<file path="src/usbf_pkg.sv">
// Package with register map, field positions and carrier types for the USB FIFO status-flag block.
package usbf_pkg;
    localparam int DATA_W = 8;
    localparam int ADDR_W = 8;
    localparam int CNT_W = 7;

    localparam logic [ADDR_W-1:0] ADDR_STATUS = 8'h00;
    localparam logic [ADDR_W-1:0] ADDR_DATA_END = 8'h01;
    localparam logic [ADDR_W-1:0] ADDR_INT_STATUS = 8'h02;
    localparam logic [ADDR_W-1:0] ADDR_INT_MASK = 8'h03;

    localparam int BIT_CONTROL_TX_DATA_END_CMD = 1;
    localparam int BIT_BULK_IN_DATA_END_CMD = 2;

    localparam logic [DATA_W-1:0] STATUS_RESET = 8'h00;
    localparam logic [DATA_W-1:0] READ_ZERO = 8'h00;
    localparam logic [CNT_W-1:0] COUNT_EMPTY = 7'h00;
    localparam logic [3:0] INT_RESET = 4'h0;

    // Flag status register layout, bit 7 down to bit 0.
    typedef struct packed {
        logic [2:0] zero_hi;
        logic bulk_out_data_present;
        logic zero_mid;
        logic bulk_in_data_present;
        logic control_tx_data_present;
        logic control_rx_data_present;
    } usbf_status_type;

    // Interrupt event layout, shared by status and mask registers.
    typedef struct packed {
        logic control_tx_done;
        logic bulk_in_toggled;
        logic control_rx_ready;
        logic bulk_out_ready;
    } usbf_int_type;

    // Receive-side report from the serial engine for one finished packet.
    typedef struct packed {
        logic done;
        logic zero_length;
    } usbf_rx_pkt_type;
endpackage

</file>
<file path="src/usbf_flag.sv">
// Sticky flag with set and clear, where a set in the clearing cycle wins.
`timescale 1ns/1ns
module usbf_flag (
    input wire logic clk,
    input wire logic rst_b,
    input wire logic set,
    input wire logic clr,
    output logic q
);
    logic q_reg;
    logic q_next;

    always_comb begin
        q_next = q_reg;
        if (clr) begin
            q_next = 1'b0;
        end
        if (set) begin
            q_next = 1'b1;
        end
    end

    always_ff @(posedge clk) begin
        if (!rst_b) begin
            q_reg <= 1'b0;
        end else begin
            q_reg <= q_next;
        end
    end

    assign q = q_reg;
endmodule

</file>
<file path="src/usbf_eps.sv">
// FIFO data-present status flags, data-end command, interrupt logic and CPU register port.
`timescale 1ns/1ns
module usbf_eps (
    input wire logic clk,
    input wire logic rst_b,
    input wire logic [usbf_pkg::ADDR_W-1:0] addr,
    input wire logic [usbf_pkg::DATA_W-1:0] wdata,
    input wire logic wr,
    input wire logic rd,
    output logic [usbf_pkg::DATA_W-1:0] rdata,
    output logic irq,
    input wire usbf_pkg::usbf_rx_pkt_type bulk_out_pkt,
    input wire logic bulk_out_cpu_read,
    input wire logic [usbf_pkg::CNT_W-1:0] bulk_out_count,
    output logic bulk_out_fifo_toggle,
    input wire usbf_pkg::usbf_rx_pkt_type control_rx_pkt,
    input wire logic control_rx_cpu_read,
    input wire logic [usbf_pkg::CNT_W-1:0] control_rx_count,
    input wire logic [usbf_pkg::CNT_W-1:0] bulk_in_count,
    input wire logic bulk_in_sie_empty,
    output logic bulk_in_fifo_toggle,
    input wire logic control_tx_ok
);
    logic bulk_out_data_present;
    logic bulk_in_data_present;
    logic control_tx_data_present;
    logic control_rx_data_present;
    logic bulk_out_set;
    logic bulk_out_clr;
    logic bulk_in_set;
    logic bulk_in_clr;
    logic control_tx_set;
    logic control_rx_set;
    logic control_rx_clr;
    logic wr_data_end;
    logic bulk_in_data_end_cmd;
    logic control_tx_data_end_cmd;
    logic bulk_out_pending_reg;
    logic bulk_out_pending_next;
    logic bulk_out_read_seen_reg;
    logic bulk_out_read_seen_next;
    logic control_rx_read_seen_reg;
    logic control_rx_read_seen_next;
    logic bulk_out_toggle_now;
    logic bulk_in_toggle_now;
    logic bulk_out_toggle_reg;
    logic bulk_out_toggle_next;
    logic bulk_in_toggle_reg;
    logic bulk_in_toggle_next;
    usbf_pkg::usbf_int_type int_status_reg;
    usbf_pkg::usbf_int_type int_status_next;
    usbf_pkg::usbf_int_type int_mask_reg;
    usbf_pkg::usbf_int_type int_mask_next;
    usbf_pkg::usbf_int_type int_event;
    usbf_pkg::usbf_int_type int_w1c;
    usbf_pkg::usbf_status_type status;
    logic [usbf_pkg::DATA_W-1:0] rdata_reg;
    logic [usbf_pkg::DATA_W-1:0] rdata_next;
    logic irq_reg;
    logic irq_next;

    // Data-end command bits act only in the write cycle; they read back as zero.
    always_comb begin
        wr_data_end = wr && (addr == usbf_pkg::ADDR_DATA_END);
        bulk_in_data_end_cmd = wr_data_end && wdata[usbf_pkg::BIT_BULK_IN_DATA_END_CMD];
        control_tx_data_end_cmd = wr_data_end && wdata[usbf_pkg::BIT_CONTROL_TX_DATA_END_CMD];
    end

    // A received packet waits on the engine side until the CPU side is free, then the FIFO toggles.
    always_comb begin
        bulk_out_pending_next = bulk_out_pending_reg;
        bulk_out_toggle_now = bulk_out_pending_reg && !bulk_out_data_present;
        if (bulk_out_toggle_now) begin
            bulk_out_pending_next = 1'b0;
        end
        // A packet that finishes in the toggle cycle stays pending, so it is never lost.
        if (bulk_out_pkt.done && !bulk_out_pkt.zero_length) begin
            bulk_out_pending_next = 1'b1;
        end
        bulk_out_toggle_next = bulk_out_toggle_now;
        bulk_out_set = bulk_out_toggle_now;
    end

    // After a CPU read, the flag drains once the counter is at zero, now or in a later cycle.
    always_comb begin
        bulk_out_read_seen_next = bulk_out_read_seen_reg;
        if (bulk_out_cpu_read) begin
            bulk_out_read_seen_next = 1'b1;
        end
        if (bulk_out_toggle_now || !bulk_out_data_present) begin
            bulk_out_read_seen_next = 1'b0;
        end
        bulk_out_clr = bulk_out_read_seen_reg && (bulk_out_count == usbf_pkg::COUNT_EMPTY);
    end

    // Bulk-in: the data-end command marks the CPU side full; it moves to the engine when that side is empty.
    always_comb begin
        bulk_in_set = bulk_in_data_end_cmd && (bulk_in_count == usbf_pkg::COUNT_EMPTY);
        if (bulk_in_data_end_cmd) begin
            bulk_in_set = 1'b1;
        end
        bulk_in_toggle_now = bulk_in_data_present && bulk_in_sie_empty;
        bulk_in_clr = bulk_in_toggle_now;
        bulk_in_toggle_next = bulk_in_toggle_now;
    end

    // Control transmit and receive flags.
    always_comb begin
        control_tx_set = control_tx_data_end_cmd;
        control_rx_set = control_rx_pkt.done && !control_rx_pkt.zero_length;
        control_rx_read_seen_next = control_rx_read_seen_reg;
        if (control_rx_cpu_read) begin
            control_rx_read_seen_next = 1'b1;
        end
        if (control_rx_set || !control_rx_data_present) begin
            control_rx_read_seen_next = 1'b0;
        end
        control_rx_clr = control_rx_read_seen_reg && (control_rx_count == usbf_pkg::COUNT_EMPTY);
    end

    usbf_flag u_bulk_out (
        .clk(clk),
        .rst_b(rst_b),
        .set(bulk_out_set),
        .clr(bulk_out_clr),
        .q(bulk_out_data_present)
    );

    usbf_flag u_bulk_in (
        .clk(clk),
        .rst_b(rst_b),
        .set(bulk_in_set),
        .clr(bulk_in_clr),
        .q(bulk_in_data_present)
    );

    usbf_flag u_control_tx (
        .clk(clk),
        .rst_b(rst_b),
        .set(control_tx_set),
        .clr(control_tx_ok),
        .q(control_tx_data_present)
    );

    usbf_flag u_control_rx (
        .clk(clk),
        .rst_b(rst_b),
        .set(control_rx_set),
        .clr(control_rx_clr),
        .q(control_rx_data_present)
    );

    // Interrupt events: sticky, cleared by writing one, a new event wins over the clear.
    always_comb begin
        int_event.bulk_out_ready = bulk_out_set;
        int_event.control_rx_ready = control_rx_set;
        int_event.bulk_in_toggled = bulk_in_toggle_now;
        int_event.control_tx_done = control_tx_ok && control_tx_data_present;
        int_w1c = (wr && (addr == usbf_pkg::ADDR_INT_STATUS)) ? usbf_pkg::usbf_int_type'(wdata[3:0])
                                                                : usbf_pkg::INT_RESET;
        int_status_next = (int_status_reg & ~int_w1c) | int_event;
        int_mask_next = int_mask_reg;
        if (wr && (addr == usbf_pkg::ADDR_INT_MASK)) begin
            int_mask_next = usbf_pkg::usbf_int_type'(wdata[3:0]);
        end
        irq_next = |(int_status_next & int_mask_next);
    end

    // Read port: data stand in the cycle after the strobe; the flag register cannot be written.
    always_comb begin
        status = '0;
        status.bulk_out_data_present = bulk_out_data_present;
        status.bulk_in_data_present = bulk_in_data_present;
        status.control_tx_data_present = control_tx_data_present;
        status.control_rx_data_present = control_rx_data_present;
        rdata_next = usbf_pkg::READ_ZERO;
        if (rd) begin
            case (addr)
                usbf_pkg::ADDR_STATUS: begin
                    rdata_next = status;
                end
                usbf_pkg::ADDR_INT_STATUS: begin
                    rdata_next = {4'h0, int_status_reg};
                end
                usbf_pkg::ADDR_INT_MASK: begin
                    rdata_next = {4'h0, int_mask_reg};
                end
                default: begin
                    rdata_next = usbf_pkg::READ_ZERO;
                end
            endcase
        end
    end

    always_ff @(posedge clk) begin
        if (!rst_b) begin
            bulk_out_pending_reg <= 1'b0;
            bulk_out_read_seen_reg <= 1'b0;
            control_rx_read_seen_reg <= 1'b0;
            bulk_out_toggle_reg <= 1'b0;
            bulk_in_toggle_reg <= 1'b0;
            int_status_reg <= usbf_pkg::INT_RESET;
            int_mask_reg <= usbf_pkg::INT_RESET;
            irq_reg <= 1'b0;
            rdata_reg <= usbf_pkg::STATUS_RESET;
        end else begin
            bulk_out_pending_reg <= bulk_out_pending_next;
            bulk_out_read_seen_reg <= bulk_out_read_seen_next;
            control_rx_read_seen_reg <= control_rx_read_seen_next;
            bulk_out_toggle_reg <= bulk_out_toggle_next;
            bulk_in_toggle_reg <= bulk_in_toggle_next;
            int_status_reg <= int_status_next;
            int_mask_reg <= int_mask_next;
            irq_reg <= irq_next;
            rdata_reg <= rdata_next;
        end
    end

    assign rdata = rdata_reg;
    assign irq = irq_reg;
    assign bulk_out_fifo_toggle = bulk_out_toggle_reg;
    assign bulk_in_fifo_toggle = bulk_in_toggle_reg;
endmodule

</file>
<file path="config.mk">
export PLATFORM = sky130hd
export DESIGN_NAME = usbf_eps
export DESIGN_NICKNAME = d
export VERILOG_FILES = /design/src/usbf_pkg.sv /design/src/usbf_flag.sv /design/src/usbf_eps.sv
export SDC_FILE = /design/constraint.sdc
export NUM_CORES = 1
export LEC_CHECK = 0
export BUFFER_PORTS_ARGS = -buffer_cell sky130_fd_sc_hd__buf_4
export CORE_MARGIN = 2
export CORE_UTILIZATION = 47
export CTS_CLUSTER_DIAMETER = 200
export DETAILED_ROUTE_END_ITERATION = 8
export PLACE_DENSITY = 0.87
export SLEW_MARGIN = 10
export SYNTH_ARGS = -nofsm -noshare
export SYNTH_HDL_FRONTEND = slang
export SYNTH_SLANG_ARGS = --single-unit
</file>
<file path="constraint.sdc">
create_clock -name clk -period 5.65 [get_ports clk]
set_input_delay 1.13 -clock clk [delete_from_list [all_inputs] [get_ports clk]]
set_output_delay 1.13 -clock clk [all_outputs]
set_load 0.05 [all_outputs]
</file>
==> results.yml, run 1 <==
critical_path:
  critical_path_class: "in -> reg"
  r2r_start: "u_bulk_out.q"
  critPathRequiredTime_ps: 5900
  cp_max_fo: 6
  end_kind: "flop"
  startpoint: "addr[3]"
  start_kind: "input port"
  arrival_ps: 2910
  r2r_setup_slack_ps: 4400
sta:
  skew_ps: 1.98
  fin_crit_sh: 0.471
  hold_viol_final: 0
  rsz0062_at_grt: "no"
  maxSlewViolCount: 0
  setup_viol: 0
  timing.final.crit_period_ps: 2660
  tns_ps: 0
  fmax_mhz: 376
  whs_ps: 478
floorplanning:
  die_x_um: 52.3
  io_pins: 60
  row_count: 17
  dieArea_mm2: 0.00274
  core-area_mm2: 0.00221
  start_util: 0.497
  die_h_um: 52.3
synthesis:
  synth_seq_cells: 23
  ys.flop_type: "dfxtp_1"
  syn_inst: 134
  synth.avg_cell_area_um2: 8.20
  syn_area_mm2: 0.00110
  synth-compound-area-share: 0.178
  ys_warn_count: 0
  synth_edf_count: 0
  yosysTopAreaCell: "dfxtp_1"
  yosys.area_share.xor_xnor: 0
  synthSimpleGateAreaFrac: 0.264
  synth_fa_ha_area_frac: 0
  yosysMostFrequentCell: "dfxtp_1"
  ys_top_cells_by_area: "dfxtp_1 (42%), mux2i_1 (6.4%), nor2_1 (5.8%), a21oi_1 (5.5%), a31oi_1 (3.4%)"
  async_flop_share: 0
  synth.distinct_cells: 33
  yosysSeqAreaShare: 0.419
  synth_top_family_by_area: "simple AND/OR/NAND/NOR gates"
  ys_top_cells_by_count: "dfxtp_1 (23), nor2_1 (17), a21oi_1 (12)"
  synthMuxAreaShare: 0.0638
  synth_top_area_share: 0.419
cts:
  cts_tree: "built"
  cts_max_level: 1
  cts_buffers: 3
  postCtsResizedCells: 0
  cts_setup_buffers: 0
  cts_root_buf: "clkbuf_4"
  clock_path_buffers: 2
  ctsHoldBuffers: 0
  cts_sinks: 23
  clk-insertion-delay-late_ps: 310
  clk_pin_slew_ps: 120
global_route:
  antenna_found_initial: 0
  grt_pass1_wl_um: 4020
  grt_max_degree: 17
  grt_overflow: 0
  grt_pass1_vias: 976
  grt_usage: 0.194
finish:
  utilization: 0.658
  nets: 227
  drive_gt1_frac: 0.305
  fillCellCount: 185
  area_growth_pct: 32.6
  stdcell_count: 205
  diodes: 0
  largest_register_ffs: 5
routing:
  drtIter0Drc: 34
  antenna_left: 0
  drc: 0
  vias: 1118
  via_per_inst: 5.45
  wl_per_cell_um: 12.1
  drt_first_pass_iters: 4
  drt_wl_total_um: 2480
power_and_ir_drop:
  p_int_uw: 215
  seq_power_share: 0.580
  power_switching_uw: 72.5
  leakage_uw: 0.000650
  p_total_uw: 288
  clock_power_share: 0.265
  swShare: 0.252
  powerDensity_mw_per_mm2: 197
  power_frac_comb: 0.156
  peakVddDrop_mv: 0.113
run_status:
  run_status: "completed"
hold_path:
  worstHoldPathType: "reg -> reg"
  hold_start: "bulk_out_read_seen_reg"
placement:
  portBuffers: 45
  gp_congestion: 0.865
  dpl.hpwl_um: 1900
  dp_cells: 201
run:
  maxCapViolCount: 0
-- layout by cell type (no fill, tap or decap) --
master / synthesis / final
dfxtp_1: 23 / 23
or4b_1: 1 / 1
nor4b_1: 1 / 1
nor3b_1: 1 / 1
and3_1: 1 / 1
nor4_1: 2 / 2
conb_1: 1 / 3
o2111a_1: 1 / 1
or4_1: 1 / 1
o21a_1: 1 / 1
clkbuf_1: 4 / 1
nand2b_1: 6 / 6
o22ai_1: 1 / 1
nor3_1: 7 / 7
nand3_1: 4 / 4
nand4_1: 2 / 2
clkbuf_4: 0 / 3
mux2i_1: 7 / 7
o21ai_2: 1 / 1
buf_4: 3 / 45
a31oi_1: 6 / 6
inv_1: 7 / 7
o21ai_1: 4 / 4
inv_2: 1 / 1
o21ai_0: 4 / 4
or3_1: 1 / 1
a21oi_1: 12 / 12
o221ai_2: 1 / 1
nand2_1: 8 / 8
or4_4: 2 / 2
nor3_2: 1 / 1
o221ai_1: 1 / 1
nor2_1: 17 / 17
-- cells by family (layout without fill, tap and decap cells) --
kind of cell,count (synthesis),in the layout
and+or+nand+nor,55,55
DFF,23,23
buffers and inverters,16,57
other,1,3
AOI/OAI and AO/OA,32,32
muxes,7,7
-- power groups by stage --
stage,clock (uW),sequential (uW),combinational (uW)
finish,76.1,167,44.8
global route,82.5,167,48.1
CTS,77.0,167,44.2
detailed placement,0,170,44.2
global placement,0,170,43.1
floorplan,0,171,20.1
-- layer usage --
metal / wire [um] / global-route usage
met1: 976 / 0.211
met2: 1260 / 0.375
met3: 223 / 0.0371
met4: 25 / 0.0513
met5: 0 / 0
-- area by class of cell --
| cell class | count | area [um^2] | area share |
|---|---|---|---|
| multi-input combinational | 97 | 567 | 0.389 |
| sequential | 23 | 460 | 0.316 |
| timing repair buffer | 45 | 338 | 0.232 |
| tap | 28 | 35.0 | 0.0241 |
| inverter | 8 | 30.0 | 0.0206 |
| clock buffer | 4 | 26.3 | 0.0180 |
-- path summary, 6_finish.rpt --
check / endpoint / cells past startpoint
setup / recovery: irq / 7
hold / removal: bulk_out_read_seen_reg / 2
setup reg to reg: irq / 6
hold reg to reg: bulk_out_read_seen_reg / 2
-- stage by stage --
| stage | setup WS [ps] | cell area, um^2 |
|---|---|---|
| floorplan | 2820 | 1110 |
| global placement | 2700 | 1430 |
| detailed placement | 2680 | 1430 |
| CTS | 3010 | 1460 |
| global route | 2970 | 1460 |
| finish | 2990 | 1460 |
-- worst max-delay path: stages --
cell and delay [ps]:
buf_4 110, or4_4 540, or4_4 560, mux2i_1 150
nor3_1 270, o21ai_2 100, o221ai_2 60
Power figures use the tool's default switching activity.
==> inputs of run 2 (changes only) <==
--- a/config.mk
+++ b/config.mk
@@ -7,10 +7,10 @@
 export LEC_CHECK = 0
 export BUFFER_PORTS_ARGS = -buffer_cell sky130_fd_sc_hd__buf_4
 export CORE_MARGIN = 2
-export CORE_UTILIZATION = 47
+export CORE_UTILIZATION = 39
 export CTS_CLUSTER_DIAMETER = 200
 export DETAILED_ROUTE_END_ITERATION = 8
-export PLACE_DENSITY = 0.87
+export PLACE_DENSITY = 0.77
 export SLEW_MARGIN = 10
 export SYNTH_ARGS = -nofsm -noshare
 export SYNTH_HDL_FRONTEND = slang
==> constraint.sdc (replaced) <==
create_clock -name clk -period 2.28 [get_ports clk]
set_input_delay 0.456 -clock clk [delete_from_list [all_inputs] [get_ports clk]]
set_output_delay 0.456 -clock clk [all_outputs]
set_load 0.05 [all_outputs]
==> results.yml, run 2 (synthesized netlist as in run 1, its figures left out) <==
floorplanning:
  core-area_mm2: 0.00271
  row_count: 19
  start_util: 0.405
  dieArea_mm2: 0.00326
  die_x_um: 57.1
  die_h_um: 57.1
  io_pins: 60
critical_path:
  start_kind: "input port"
  rr_worst_depth: 6
  critPathRequiredTime_ps: 2490
  end_kind: "flop"
  r2r_start: "u_bulk_out.q"
  cp_max_fo: 6
  timing.rr.end: "irq"
  arrival_ps: 2170
  critical_path_class: "in -> reg"
  r2r_setup_slack_ps: 1020
power_and_ir_drop:
  leakage_uw: 0.000658
  peakVddDrop_mv: 0.262
  powerDensity_mw_per_mm2: 490
routing:
  drt_wl_total_um: 2730
  wl_per_cell_um: 13.0
  antenna_left: 0
  via_per_inst: 5.48
  drc: 0
  drtIter0Drc: 46
  vias: 1145
  drt_first_pass_iters: 4
cts:
  cts_root_buf: "clkbuf_4"
  cts_sinks: 23
  clock_path_buffers: 2
  clk-insertion-delay-late_ps: 320
  cts_setup_buffers: 0
  cts_buffers: 3
  cts_max_level: 1
  postCtsResizedCells: 0
  cts_tree: "built"
  clk_pin_slew_ps: 130
  ctsHoldBuffers: 0
finish:
  diodes: 0
  final_area_mm2: 0.00147
  utilization: 0.542
  final_cell_mix: "buf_4 (46), dfxtp_1 (23), nor2_1 (17)"
  stdcell_count: 209
  layout_commonest_cell: "buf_4"
  largest_register_ffs: 5
  nets: 228
  fillCellCount: 289
  drive_gt1_frac: 0.315
  area_growth_pct: 33.7
sta:
  maxSlewViolCount: 0
  fmax_mhz: 512
  timing.final.crit_period_ps: 1950
  fin_crit_sh: 0.856
  rsz0062_at_grt: "no"
  skew_ps: 3.97
  setup_viol: 0
  whs_ps: 335
  tns_ps: 0
  hold_viol_final: 0
placement:
  portBuffers: 45
  dpl_cell_area_mm2: 0.00144
  dp_cells: 205
  gp_congestion: 0.842
  dpl.hpwl_um: 2120
hold_path:
  worstHoldPathType: "in -> reg"
  hold_start: "bulk_out_cpu_read"
  min_to: "bulk_out_read_seen_reg"
  hold_depth: 3
global_route:
  grt_usage: 0.184
  grt_max_degree: 17
  grt_pass1_wl_um: 4750
  grt_pass1_vias: 1094
  grt_overflow: 0
  antenna_found_initial: 0
run:
  maxCapViolCount: 0
run_status:
  run_status: "completed"
==> run 2: cell types whose count changed in the layout (fill, tap and decap cells not counted), sizes merged <==
cell | before | now
buf | 45 | 46
clkbuf | 4 | 3
clkinv | 0 | 1
==> run 2: report_power, final <==
part,internal (uW),switching (uW)
registers,409,4.72
logic,56.0,55.7
clock network,65.8,129
==> run 2: layout make-up <==
| type | instances | area, um^2 | area share |
|---|---|---|---|
| inverters | 8 | 30.0 | 0.0204 |
| clock buffers | 3 | 22.5 | 0.0153 |
| well taps | 31 | 38.8 | 0.0264 |
| repair buffers | 46 | 345 | 0.235 |
| flip-flops and latches | 23 | 460 | 0.313 |
| clock inverters | 1 | 5.00 | 0.00341 |
| multi-input cells | 97 | 567 | 0.386 |
==> run 2: worst max-delay path, stage by stage <==
cell and delay, ps:
buf_4 110, or4_4 530, or4_4 550, o21a_1 200
a31oi_1 200, o221ai_2 110
==> run 2: worst max path at each step <==
stage                        from  endpoint  slack [ps]  depth (start not counted)
after CTS                 addr[3]       irq         340                          7
final                     addr[3]       irq         330                          6
after detailed placement  addr[3]       irq        -0.4                          6
after global routing      addr[3]       irq         270                          7
after floorplan           addr[3]       irq         120                          6
after global placement    addr[3]       irq          10                          6
==> run 2: through the flow <==
stage	setup WS (ps)	total power [uW]
after detailed placement	-0.391	534
after floorplan	123	473
after CTS	338	728
after global placement	11.6	530
after global routing	273	755
final	329	720
==> run 2: metal layers <==
| metal | share of wire | wire, um | GRT usage | vias to the layer above |
|---|---|---|---|---|
| met1 | 0.41 | 1130 | 0.222 | 538 |
| li1 | - | - | - | 556 |
| met2 | 0.49 | 1350 | 0.317 | 46 |
| met5 | 0 | 0 | 0 | - |
| met3 | 0.074 | 201 | 0.0499 | 5 |
| met4 | 0.018 | 50 | 0.0598 | 0 |
